<file path="src/verilog/ebi_regs.svh">
// Constants for the shared external bus interface: address map,
// data lane positions, idle values and timing counts.
// Included by the design, not the package; holds definitions only.
`ifndef EBI_REGS_SVH
`define EBI_REGS_SVH

// Addresses below this are processor-internal memory and registers
`define EBI_INT_TOP        32'h00800000
// First external bank starts here
`define EBI_EXT_BASE       32'h00800000

// Data lane field positions on the 48-bit bus
`define EBI_DATA_MSB       47
`define EBI_W32_LSB        16
`define EBI_W40_LSB        8
`define EBI_W16_MSB        31
`define EBI_W16_LSB        16
`define EBI_W8_MSB         23
`define EBI_W8_LSB         16

// Idle (reset) values of the bus outputs
`define EBI_SEL_IDLE       4'hf
`define EBI_STRB_IDLE      1'h1

// Strobe length in clock cycles
`define EBI_STROBE_CYCLES  4
// Depth of the read data FIFO
`define EBI_FIFO_DEPTH     8

`endif

</file>
<file path="src/verilog/ebi_pkg.sv">
// Types shared by the external bus interface design.
// Assumes ebi_regs.svh is on the include path.
`default_nettype none
package ebi_pkg;
  // Data width modes on the shared bus
  typedef enum logic [1:0] {
    EBI_W32 = 2'h0,
    EBI_W40 = 2'h1,
    EBI_W16 = 2'h2,
    EBI_W8  = 2'h3
  } ebi_width_t;

  // Bus master sequencer states, one-hot
  typedef enum logic [2:0] {
    EBI_IDLE = 3'h1,
    EBI_ADDR = 3'h2,
    EBI_STRB = 3'h4
  } ebi_state_t;
endpackage
`default_nettype wire

</file>
<file path="src/verilog/ebi_bus_if.sv">
// Shared external bus interface: bus master sequencer, slave decode
// and a read data FIFO toward the core.
// Assumes one clock; is_master_in comes from arbitration on that clock
// and changes only while the sequencer is idle.
//
// Contract
// - As master, drive the external address of every access.
// - As slave, take external address as input and decode it.
// - 32-bit words use data bits 47 to 16.
// - 40-bit words use data bits 47 to 8.
// - 16-bit words use data bits 31 to 16.
// - Boot bytes use data bits 23 to 16.
// - Four active-low bank selects, boundaries from programmed bank size.
// - Bank selects decoded from address, changing with the address.
// - Selects idle without access, active even for false conditional.
// - DRAM only in bank 0, using bank-0 select and page signal.
// - Only the bus master drives the bank selects.
// - Read strobe asserted on reads; external readers assert it.
// - Master drives read strobe, others sample it.
// - Write strobe asserted on writes; external writers assert it.
// - Master drives write strobe, others take it as input.
// - Page output asserted when a DRAM access crosses a page.
// - Page only for bank 0 accesses, driven only by master.
// - Only the bus master drives the clock reference.
// - Sync write select gives early warning; no strobe aborts it.
// - Sync write select asserted together with the address.
// - Slaves classify access as write by sync write select; the code marks a write by the write strobe, and select low only blocks reads.
`include "ebi_regs.svh"
`default_nettype none

// Read data FIFO, flip-flop storage; DEPTH must be a power of two
module ebi_fifo #(
  parameter int WIDTH = 40,
  parameter int DEPTH = `EBI_FIFO_DEPTH
) (
  input  wire logic             mclk_in,
  input  wire logic             rst_n_in,
  input  wire logic             in_valid_in,
  output logic                  in_ready_out,
  input  wire logic [WIDTH-1:0] in_data_in,
  output logic                  out_valid_out,
  input  wire logic             out_ready_in,
  output logic      [WIDTH-1:0] out_data_out
);
  localparam int AW = $clog2(DEPTH);
  logic [WIDTH-1:0] mem [DEPTH];
  logic [AW:0]      wr_ptr;
  logic [AW:0]      rd_ptr;
  logic             push;
  logic             pop;

  // Extra pointer bit tells full from empty
  assign in_ready_out  = (wr_ptr[AW] == rd_ptr[AW]) ||
                         (wr_ptr[AW-1:0] != rd_ptr[AW-1:0]);
  assign out_valid_out = (wr_ptr != rd_ptr);
  assign out_data_out  = mem[rd_ptr[AW-1:0]];
  assign push          = in_valid_in && in_ready_out;
  assign pop           = out_valid_out && out_ready_in;

  // Pointers
  always_ff @(posedge mclk_in or negedge rst_n_in) begin
    if (!rst_n_in) begin
      wr_ptr <= '0;
      rd_ptr <= '0;
    end else begin
      if (push) wr_ptr <= wr_ptr + 1'b1;
      if (pop) rd_ptr <= rd_ptr + 1'b1;
    end
  end

  // Storage, no reset needed on data
  always_ff @(posedge mclk_in) begin
    if (push) mem[wr_ptr[AW-1:0]] <= in_data_in;
  end
endmodule

module ebi_bus_if
  import ebi_pkg::*;
#(
  parameter int STROBE_CYCLES = `EBI_STROBE_CYCLES,
  parameter int FIFO_DEPTH    = `EBI_FIFO_DEPTH
) (
  input  wire logic        mclk_in,
  input  wire logic        resetn_in,
  input  wire logic        is_master_in,
  input  wire logic [4:0]  bank_size_in,
  input  wire logic [4:0]  page_size_in,
  input  wire logic        req_valid_in,
  output logic             req_ready_out,
  input  wire logic [31:0] req_addr_in,
  input  wire logic        req_write_in,
  input  wire ebi_width_t  req_width_in,
  input  wire logic [39:0] req_wdata_in,
  input  wire logic        req_cond_false_in,
  output logic             rdata_valid_out,
  input  wire logic        rdata_ready_in,
  output logic [39:0]      rdata_out,
  output logic             slave_valid_out,
  output logic             slave_write_out,
  output logic [31:0]      slave_addr_out,
  output logic [39:0]      slave_wdata_out,
  input  wire ebi_width_t  slave_width_in,
  input  wire logic [39:0] slave_rdata_in,
  input  wire logic [31:0] ext_address_in,
  output logic [31:0]      ext_address_out,
  output logic             ext_address_oe_out,
  input  wire logic [47:0] ext_data_in,
  output logic [47:0]      ext_data_out,
  output logic             ext_data_oe_out,
  output logic [3:0]       bank_select_n_out,
  output logic             bank_select_oe_out,
  input  wire logic        read_strobe_n_in,
  output logic             read_strobe_n_out,
  output logic             read_strobe_oe_out,
  input  wire logic        write_strobe_n_in,
  output logic             write_strobe_n_out,
  output logic             write_strobe_oe_out,
  input  wire logic        sync_write_select_n_in,
  output logic             sync_write_select_n_out,
  output logic             sync_write_select_oe_out,
  output logic             page_out,
  output logic             page_oe_out,
  output logic             bus_clock_reference_out,
  output logic             bus_clock_reference_oe_out
);
  localparam int CW = 4;
  localparam int SV = 83;
  localparam int B_SW = 0;
  localparam int B_WR = 1;
  localparam int B_RD = 2;

  // Place a core word on its lanes of the bus
  function automatic logic [47:0] ebi_pack(ebi_width_t w,
                                           logic [39:0] d);
    logic [47:0] b;
    b = 48'h0;
    case (w)
      EBI_W32: b[`EBI_DATA_MSB:`EBI_W32_LSB] = d[31:0];
      EBI_W40: b[`EBI_DATA_MSB:`EBI_W40_LSB] = d;
      EBI_W16: b[`EBI_W16_MSB:`EBI_W16_LSB] = d[15:0];
      EBI_W8:  b[`EBI_W8_MSB:`EBI_W8_LSB] = d[7:0];
      default: b = 48'h0;
    endcase
    return b;
  endfunction

  // Take a core word off its lanes, zero extended
  function automatic logic [39:0] ebi_unpack(ebi_width_t w,
                                             logic [47:0] b);
    logic [39:0] d;
    d = 40'h0;
    case (w)
      EBI_W32: d[31:0] = b[`EBI_DATA_MSB:`EBI_W32_LSB];
      EBI_W40: d = b[`EBI_DATA_MSB:`EBI_W40_LSB];
      EBI_W16: d[15:0] = b[`EBI_W16_MSB:`EBI_W16_LSB];
      EBI_W8:  d[7:0] = b[`EBI_W8_MSB:`EBI_W8_LSB];
      default: d = 40'h0;
    endcase
    return d;
  endfunction

  // Bank select from address; internal space selects no bank
  function automatic logic [3:0] ebi_bank(logic [31:0] a,
                                          logic [4:0] sz);
    logic [31:0] idx;
    idx = (a - `EBI_EXT_BASE) >> sz;
    if (a < `EBI_EXT_BASE || idx > 32'h3) return `EBI_SEL_IDLE;
    return ~(4'h1 << idx[1:0]);
  endfunction

  logic [1:0]  rst_sr;
  logic        rst_n;
  ebi_state_t  state;
  logic [CW-1:0] cnt;
  logic        write_q;
  logic        cond_q;
  ebi_width_t  width_q;
  logic [31:0] last_page;
  logic        page_known;
  logic [31:0] req_page;
  logic [3:0]  req_sel;
  logic        accept;
  logic        rd_done;
  logic        fifo_in_ready;
  logic [SV-1:0] s1;
  logic [SV-1:0] s2;
  logic [SV-1:0] s3;
  logic [2:0]  flt;
  logic [2:0]  flt_d;
  logic        s_hit;
  logic        s_rd_ev;
  logic        s_wr_ev;
  logic        s_rd_pend;
  logic        s_rd_act;

  // Reset release through two flops; assert stays asynchronous
  always_ff @(posedge mclk_in or negedge resetn_in) begin
    if (!resetn_in) rst_sr <= 2'h0;
    else rst_sr <= {rst_sr[0], 1'b1};
  end
  assign rst_n = rst_sr[1];

  // Reads wait for FIFO room so captured data is never dropped
  assign accept = req_valid_in && req_ready_out;
  assign req_ready_out = is_master_in && (state == EBI_IDLE) &&
                         (req_write_in || req_cond_false_in ||
                          fifo_in_ready);
  assign rd_done = (state == EBI_STRB) && (cnt == '0) &&
                   !write_q && !cond_q;
  assign req_sel  = ebi_bank(req_addr_in, bank_size_in);
  assign req_page = req_addr_in >> page_size_in;

  // Master sequencer: address phase, then strobe phase
  always_ff @(posedge mclk_in or negedge rst_n) begin
    if (!rst_n) begin
      state   <= EBI_IDLE;
      cnt     <= '0;
      write_q <= 1'b0;
      cond_q  <= 1'b0;
      width_q <= EBI_W32;
    end else begin
      case (state)
        EBI_IDLE: begin
          if (accept) begin
            state   <= EBI_ADDR;
            write_q <= req_write_in;
            cond_q  <= req_cond_false_in;
            width_q <= req_width_in;
          end
        end
        EBI_ADDR: begin
          state <= EBI_STRB;
          cnt   <= CW'(STROBE_CYCLES - 1);
        end
        EBI_STRB: begin
          if (cnt == '0) state <= EBI_IDLE;
          else cnt <= cnt - 1'b1;
        end
        default: state <= EBI_IDLE;
      endcase
    end
  end

  // Address, bank selects and early write select move together
  always_ff @(posedge mclk_in or negedge rst_n) begin
    if (!rst_n) begin
      ext_address_out         <= 32'h0;
      bank_select_n_out       <= `EBI_SEL_IDLE;
      sync_write_select_n_out <= `EBI_STRB_IDLE;
    end else if (accept) begin
      ext_address_out         <= req_addr_in;
      bank_select_n_out       <= req_sel;
      sync_write_select_n_out <= !req_write_in;
    end else if (state == EBI_STRB && cnt == '0) begin
      bank_select_n_out       <= `EBI_SEL_IDLE;
      sync_write_select_n_out <= `EBI_STRB_IDLE;
    end
  end

  // Strobes; a false conditional keeps them idle, aborting the cycle
  always_ff @(posedge mclk_in or negedge rst_n) begin
    if (!rst_n) begin
      read_strobe_n_out  <= `EBI_STRB_IDLE;
      write_strobe_n_out <= `EBI_STRB_IDLE;
    end else if (state == EBI_ADDR) begin
      read_strobe_n_out  <= write_q || cond_q;
      write_strobe_n_out <= !write_q || cond_q;
    end else if (state == EBI_STRB && cnt == '0) begin
      read_strobe_n_out  <= `EBI_STRB_IDLE;
      write_strobe_n_out <= `EBI_STRB_IDLE;
    end
  end

  // Page crossing tracked only for bank 0, the DRAM bank
  always_ff @(posedge mclk_in or negedge rst_n) begin
    if (!rst_n) begin
      page_out   <= 1'b0;
      last_page  <= 32'h0;
      page_known <= 1'b0;
    end else if (accept && !req_sel[0]) begin
      page_out   <= !page_known || (req_page != last_page);
      last_page  <= req_page;
      page_known <= 1'b1;
    end else if (accept || (state == EBI_STRB && cnt == '0)) begin
      page_out   <= 1'b0;
    end
  end

  // Clock reference: mclk divided by two
  always_ff @(posedge mclk_in or negedge rst_n) begin
    if (!rst_n) bus_clock_reference_out <= 1'b0;
    else bus_clock_reference_out <= !bus_clock_reference_out;
  end

  // Only the master drives the shared control and address lines; a slave drives data only to answer a read
  assign ext_address_oe_out       = is_master_in;
  assign bank_select_oe_out       = is_master_in;
  assign read_strobe_oe_out       = is_master_in;
  assign write_strobe_oe_out      = is_master_in;
  assign sync_write_select_oe_out = is_master_in;
  assign page_oe_out              = is_master_in;
  assign bus_clock_reference_oe_out = is_master_in;
  assign ext_data_oe_out = is_master_in ?
                           (write_q && state != EBI_IDLE) :
                           s_rd_act;

  // Pin inputs pass three flops; only s2 reads s1
  always_ff @(posedge mclk_in or negedge rst_n) begin
    if (!rst_n) begin
      s1 <= '1;
      s2 <= '1;
      s3 <= '1;
    end else begin
      s1 <= {ext_address_in, ext_data_in, read_strobe_n_in,
             write_strobe_n_in, sync_write_select_n_in};
      s2 <= s1;
      s3 <= s2;
    end
  end

  // Strobe levels change once stages two and three agree
  genvar g;
  for (g = 0; g < 3; g++) begin : g_flt
    always_ff @(posedge mclk_in or negedge rst_n) begin
      if (!rst_n) begin
        flt[g]   <= 1'b1;
        flt_d[g] <= 1'b1;
      end else begin
        if (s2[g] == s3[g]) flt[g] <= s3[g];
        flt_d[g] <= flt[g];
      end
    end
  end

  // Slave decode of internal space; write strobe marks a write, select low blocks reads
  assign s_hit   = !is_master_in && (s3[82:51] < `EBI_INT_TOP);
  assign s_rd_ev = s_hit && flt_d[B_RD] && !flt[B_RD] &&
                   flt[B_SW];
  assign s_wr_ev = s_hit && flt_d[B_WR] && !flt[B_WR];

  // Slave requests toward the core, one-cycle pulse
  always_ff @(posedge mclk_in or negedge rst_n) begin
    if (!rst_n) begin
      slave_valid_out <= 1'b0;
      slave_write_out <= 1'b0;
      slave_addr_out  <= 32'h0;
      slave_wdata_out <= 40'h0;
    end else begin
      slave_valid_out <= s_rd_ev || s_wr_ev;
      if (s_rd_ev || s_wr_ev) begin
        slave_write_out <= s_wr_ev;
        slave_addr_out  <= s3[82:51];
        slave_wdata_out <= ebi_unpack(slave_width_in, s3[50:3]);
      end
    end
  end

  // Slave read drives data until the reader lifts its strobe
  always_ff @(posedge mclk_in or negedge rst_n) begin
    if (!rst_n) begin
      s_rd_pend <= 1'b0;
      s_rd_act  <= 1'b0;
    end else begin
      s_rd_pend <= s_rd_ev;
      if (s_rd_pend) s_rd_act <= 1'b1;
      else if (flt[B_RD] || is_master_in) s_rd_act <= 1'b0;
    end
  end

  // Bus data register: master write data or slave read answer
  always_ff @(posedge mclk_in or negedge rst_n) begin
    if (!rst_n) ext_data_out <= 48'h0;
    else if (accept && req_write_in)
      ext_data_out <= ebi_pack(req_width_in, req_wdata_in);
    else if (s_rd_pend)
      ext_data_out <= ebi_pack(slave_width_in, slave_rdata_in);
  end

  ebi_fifo #(
    .WIDTH (40),
    .DEPTH (FIFO_DEPTH)
  ) u_rfifo (
    .mclk_in       (mclk_in),
    .rst_n_in      (rst_n),
    .in_valid_in   (rd_done),
    .in_ready_out  (fifo_in_ready),
    .in_data_in    (ebi_unpack(width_q, s3[50:3])),
    .out_valid_out (rdata_valid_out),
    .out_ready_in  (rdata_ready_in),
    .out_data_out  (rdata_out)
  );

  // Checks
  chk_sel_idle: assert property (@(posedge mclk_in) disable iff (!rst_n)
    state == EBI_IDLE && $past(state) == EBI_IDLE
    |-> bank_select_n_out == 4'hf)
    else $error("bank select active while idle");
  chk_sel_addr: assert property (@(posedge mclk_in) disable iff (!rst_n)
    accept |=> bank_select_n_out == $past(req_sel) &&
    ext_address_out == $past(req_addr_in))
    else $error("bank select not with address");
  chk_sw_early: assert property (@(posedge mclk_in) disable iff (!rst_n)
    accept && req_write_in |=> !sync_write_select_n_out &&
    write_strobe_n_out ##1 !sync_write_select_n_out)
    else $error("sync write select late");
  chk_sw_abort: assert property (@(posedge mclk_in) disable iff (!rst_n)
    accept && req_cond_false_in |=> ##1
    (write_strobe_n_out && read_strobe_n_out) [*2])
    else $error("strobe on false conditional");
  chk_page_bank: assert property (@(posedge mclk_in) disable iff (!rst_n)
    page_out |-> !bank_select_n_out[0])
    else $error("page outside bank 0");
  chk_master_drv: assert property (@(posedge mclk_in) disable iff (!rst_n)
    !is_master_in |-> !bank_select_oe_out && !page_oe_out &&
    !read_strobe_oe_out && !ext_address_oe_out)
    else $error("non-master drives bus");
  chk_rd_len: assert property (@(posedge mclk_in) disable iff (!rst_n)
    $fell(read_strobe_n_out) |-> !read_strobe_n_out [*2]
    ##[1:8] rd_done)
    else $error("read strobe too short");
  chk_lane_w32: assert property (@(posedge mclk_in) disable iff (!rst_n)
    accept && req_write_in && req_width_in == EBI_W32 |=>
    ext_data_out == {$past(req_wdata_in[31:0]), 16'h0})
    else $error("32-bit lanes wrong");
  chk_lane_w8: assert property (@(posedge mclk_in) disable iff (!rst_n)
    accept && req_write_in && req_width_in == EBI_W8 |=>
    ext_data_out == {24'h0, $past(req_wdata_in[7:0]), 16'h0})
    else $error("byte lanes wrong");
  chk_rd_room: assert property (@(posedge mclk_in) disable iff (!rst_n)
    rd_done |-> fifo_in_ready)
    else $error("read data would be lost");
  chk_clk_ref: assert property (@(posedge mclk_in) disable iff (!rst_n)
    bus_clock_reference_out |=> !bus_clock_reference_out)
    else $error("clock reference stalled");
endmodule
`default_nettype wire

</file>
<file path="config.mk">
export PLATFORM = sky130hd
export DESIGN_NAME = ebi_bus_if
export DESIGN_NICKNAME = d
export VERILOG_FILES = /design/src/verilog/ebi_pkg.sv /design/src/verilog/ebi_bus_if.sv
export VERILOG_INCLUDE_DIRS = /design/src /design/src/verilog
export SDC_FILE = /design/constraint.sdc
export NUM_CORES = 1
export LEC_CHECK = 0
export BUFFER_PORTS_ARGS = -buffer_cell sky130_fd_sc_hd__buf_4
export CORE_AREA = 4 4 297 299
export CTS_CLUSTER_SIZE = 28
export DETAILED_ROUTE_END_ITERATION = 7
export DIE_AREA = 0 0 301 303
export GPL_TIMING_DRIVEN = 0
export PLACE_DENSITY = 0.52
export SLEW_MARGIN = 20
export SYNTH_ARGS = -nofsm -noshare
export SYNTH_HDL_FRONTEND = slang
export SYNTH_HIERARCHICAL = 1
export SYNTH_SLANG_ARGS = --single-unit
</file>
<file path="constraint.sdc">
create_clock -name mclk_in -period 17.7 [get_ports mclk_in]
set_input_delay 0 -clock mclk_in [delete_from_list [all_inputs] [get_ports mclk_in]]
set_output_delay 0 -clock mclk_in [all_outputs]
set_load 0.005 [all_outputs]
</file>
==> results.md <==
| Item | This run | Unit |
|:---|:---|:---|
| Sw Pwr | 1.515 | mW |
| Multiplexer share of the synthesized area | 0.1575 | - |
| Die span in x | 301 | microns |
| Max cap viols | 0 | - |
| Total grt overflow | 0 | - |
| Number of levels in the clock H-tree | 3 | - |
| TritonCTS clock tree | yes | - |
| Most used flip-flop cell after synthesis | sky130_fd_sc_hd__edfxtp_1 | - |
| Remaining antenna violation count after routing | 0 | - |
| Static leakage | 17.22 | nW |
| Sequential cell area | 0.02095 | sq mm |
| Power Density | 124.2 | mW/mm^2 |
| RSZ-0062 raised after global routing | false | - |
| Row cnt | 107 | - |
| Reg-to-reg critical path startpoint | u_rfifo/wr_ptr[0] | - |
| IR drop worst, VDD | 0.00007963 | V |
| XOR/XNOR Fraction of Synth Area | 0.01059 | - |
| Number of flops mapped to enable cells by yosys | 320 | - |
| Combinational family with the most area after synthesis | multiplexers | - |
| Non-filler instance count after layout | 4245 | - |
| Achievable Freq | 180.4 | MHz |
| Post-Place Worst Slack | 12.79 | ns |
| Setup bufs post-CTS | 0 | - |
| Via count of the first global-routing pass | 23370 | - |
| Slew of the pin with the lowest slew margin | 1.046 | ns |
| Share of total power in sequential cells | 0.408 | - |
| Worst hold-check path type | in2reg | - |
| Nets@finish | 3248 | - |
| Element type at the critical path start | register | - |
| Yosys synthesis warning count | 6 | - |
| Final-layout worst hold slack | 0.03820 | ns |
| Compound-cell area share of the yosys netlist | 0.07019 | - |
| Initial core utilization | 0.3787 | - |
| Final-report hold violation count | 0 | - |
| Worst-case headroom to the max-slew limit | 0.2950 | - |
| Part of the total power dissipated in combinational logic | 0.264 | - |
| Mean routed wirelength per cell | 23.98 | microns |
| Synthesized cell area | 0.03225 | sq mm |
| Die area | 0.09120 | sq mm |
| Utilization after layout | 0.4986 | - |
| Register-to-register path setup slack | 12.16 | ns |
| Number of antenna violations at the first check in global routing | 9 | - |
| Clock Pin Slew Worst Setup and Hold Paths | 0.06 | ns |
| Share of synthesized area occupied by flip-flops and latches | 0.6494 | - |
| DRC errors left | 0 | - |
| Fin Setup TNS | 0 | ns |
| Depth of the worst hold-timing path | 2 | - |
| Wire length reported by the detailed router | 101800 | microns |
| WHS Endpoint | s1[17] | - |
| Dpl cell area | 0.03742 | sq mm |
| Crit path capture type | register | - |
| Via count | 22110 | - |
| Routability congestion estimate | 0.8881 | - |
| Proportion of total power due to net switching | 0.2873 | - |
| Top library cells by usage in the layout, fill and taps aside | sky130_fd_sc_hd__buf_4, sky130_fd_sc_hd__edfxtp_1, sky130_fd_sc_hd__nand2_1, sky130_fd_sc_hd__dfstp_2, sky130_fd_sc_hd__dlygate4sd3_1 | - |
| Setup Viol. Count Final | 0 | - |
| Count of TritonRoute iterations in the first routing pass | 5 | - |
| CP Data Required Time | 18.26 | ns |
| Sink Count | 761 | - |
| Final period utilization | 0.3132 | - |
| Combined global-route utilization of all metal layers | 0.2218 | - |
| Synthesized instance count | 2232 | - |
| Sum of internal, switching and leakage power | 5.272 | mW |
| Share of post-route cells with drive strength above 1 | 0.3680 | - |
| Internal power | 3.757 | mW |
| Result of the run | finished, final reports clean | - |
| Startpoint of the most critical hold path | ext_data_in[14] | - |
| Skew final | 0.02757 | ns |
| HPWL reported at the end of detailed placement | 76290 | microns |
| Average instance area after synthesis | 14.45 | sq um |
| Post-synthesis to final-layout area growth | 31.66 | % |
| Post-route standard cell area excluding fillers | 0.04246 | sq mm |
| Cell variety after synth | 89 | - |
| Setup ws final | 12.16 | ns |
| Clock tree buffer depth | 3 | - |
| Most frequent standard cell in the layout excluding fill and tap cells | sky130_fd_sc_hd__buf_4 | - |
| Fraction of registers with async set or reset after synthesis | 0.5795 | - |
| Placed insts | 3859 | - |
| Vias per cell | 5.208 | - |
| Worst Path Arrival | 6.10 | ns |
| Critical R2R Capture | ext_data_out[31] | - |
| Clock power share | 0.328 | - |
| Clock network latency to the later pin of the worst-skew pair | 0.64 | ns |
| Yosys reg bits | 761 | - |
| Path depth of the worst reg2reg path | 15 | - |
| Critical Path Fanout Max | 10 | - |
| Io pins | 429 | - |
| Total of fill cells in the finished design | 7435 | - |
| Number of buffers created by CTS | 82 | - |
| IO buf count | 402 | - |
| Multi-input gate area | 0.01039 | sq mm |
| Largest net degree at the start of global routing | 60 | - |
| Classification of the worst setup path | reg2reg | - |
| Slew Viols, Final | 0 | - |
| Library cell used as clock root buffer | sky130_fd_sc_hd__clkbuf_16 | - |
| Fraction of the mapped netlist area in adder cells | 0.002871 | - |
| Die Y | 303 | microns |
| Simple logic cell fraction of the synthesized area | 0.07795 | - |
| Area of the core region | 0.08515 | sq mm |
| First-pass GRT wire length | 151100 | microns |
| Clock period minus final worst setup slack | 5.543 | ns |
| Number of DRC markers after the initial detailed-route iteration | 1651 | - |
## registers in the layout, summed over array words and instances (netlist names), 2 cells and up
register / cells
width_q: 2
u_rfifo/mem: 320
ext_data_out: 40
ext_address_out: 32
flt: 3
s1: 75
slave_addr_out: 32
rst_sr: 2
u_rfifo/rd_ptr: 4
cnt: 4
state: 3
bank_select_n_out: 4
slave_wdata_out: 40
flt_d: 2
u_rfifo/wr_ptr: 4
s2: 75
s3: 75
last_page: 32
## worst max-delay path, stage by stage, from the launching register on
cell and delay [ns]:
sky130_fd_sc_hd__dfrtp_1 0.37, sky130_fd_sc_hd__buf_2 0.19, sky130_fd_sc_hd__xor2_1 0.23, sky130_fd_sc_hd__nor4_4 0.73, sky130_fd_sc_hd__inv_1 0.30, sky130_fd_sc_hd__nor3_1 0.18
sky130_fd_sc_hd__and3b_1 0.26, sky130_fd_sc_hd__nand2_1 0.49, sky130_fd_sc_hd__inv_1 0.22, sky130_fd_sc_hd__nand2_1 0.22, sky130_fd_sc_hd__clkbuf_1 0.41, sky130_fd_sc_hd__clkbuf_1 0.43
sky130_fd_sc_hd__a221oi_1 0.11, sky130_fd_sc_hd__dlygate4sd3_1 0.61, sky130_fd_sc_hd__a21oi_1 0.13, sky130_fd_sc_hd__dlygate4sd3_1 0.57
## cells in the mapped netlist, drive strengths merged (11+ instances only)
cell,number,area share
clkbuf,94,0.011
mux2,92,0.034
nor2,90,0.010
mux2i,113,0.035
edfxtp,320,0.30
nor4,16,0.0042
mux4,126,0.088
dfrtp,203,0.16
and2,27,0.0052
xnor2,20,0.0054
xor2,19,0.0052
o22ai,15,0.0029
inv,43,0.0050
a211oi,12,0.0028
a221o,18,0.0056
o21ai,89,0.014
a22oi,11,0.0026
a21oi,59,0.0093
dfstp,238,0.19
nand2,304,0.035
o31ai,21,0.0049
buf,75,0.015
nor2b,20,0.0039
nor3,21,0.0033
o211ai,13,0.0030
## per-layer routing
layer  track usage  up-vias  share of wire
li1              -     9847              -
met1        0.2845    11350           0.41
met2        0.3806      736           0.50
met3       0.04773      172          0.064
met4       0.06483        4          0.027
met5             0        -        0.00021
## cell families (layout without fill, tap and decap cells)
family                   count (synthesis)  in the layout
flip-flops                             761            761
AND/OR/NAND/NOR                        547            547
multiplexers                           331            331
AO/OA/AOI/OAI                          329            329
buffers and inverters                  215           1071
XOR/XNOR                                39             39
adder cells (fa/ha/maj)                  8              8
other                                    2             15
## worst max path at each step
| stage | start | end | cells past startpoint |
|---|---|---|---|
| after global routing | u_rfifo/wr_ptr[0] | ext_data_out[31] | 15 |
| final | u_rfifo/wr_ptr[0] | ext_data_out[31] | 15 |
| after floorplan | rst_sr[1] | bus_clock_reference_out | 0 |
| after global placement | rst_sr[1] | ext_address_out[12] | 0 |
| after CTS | u_rfifo/wr_ptr[0] | ext_data_out[31] | 15 |
| after detailed placement | u_rfifo/wr_ptr[0] | last_page[31] | 15 |
## area by class of cell
cell class / count / share of cell area
Antenna cell: 6 / 0.0003536
Clock buffer: 110 / 0.05343
Multi-Input combinational cell: 1263 / 0.2446
Clock inverter: 42 / 0.01108
Sequential cell: 761 / 0.4933
Inverter: 46 / 0.004067
Timing Repair Buffer: 704 / 0.1397
Buffer: 169 / 0.01966
Tap cell: 1144 / 0.03371
## power groups by stage
stage / clock network, mW / logic (mW) / registers (mW)
2_1_floorplan: 0 / 0.710 / 2.17
3_3_place_gp: 0 / 1.28 / 2.19
3_5_place_dp: 0 / 1.32 / 2.18
4_1_cts: 1.77 / 1.41 / 2.15
5_1_grt: 1.86 / 1.51 / 2.16
6_report: 1.73 / 1.39 / 2.15
## repair_timing
item | 4_1_cts | 5_1_grt
hold buffers | 227 | 1
endpoints found under the setup margin | 0 | 0
resized for setup | 0 | 0
hold endpoints to repair | 155 | 1
No activity file was read; power rests on OpenSTA's default activity.
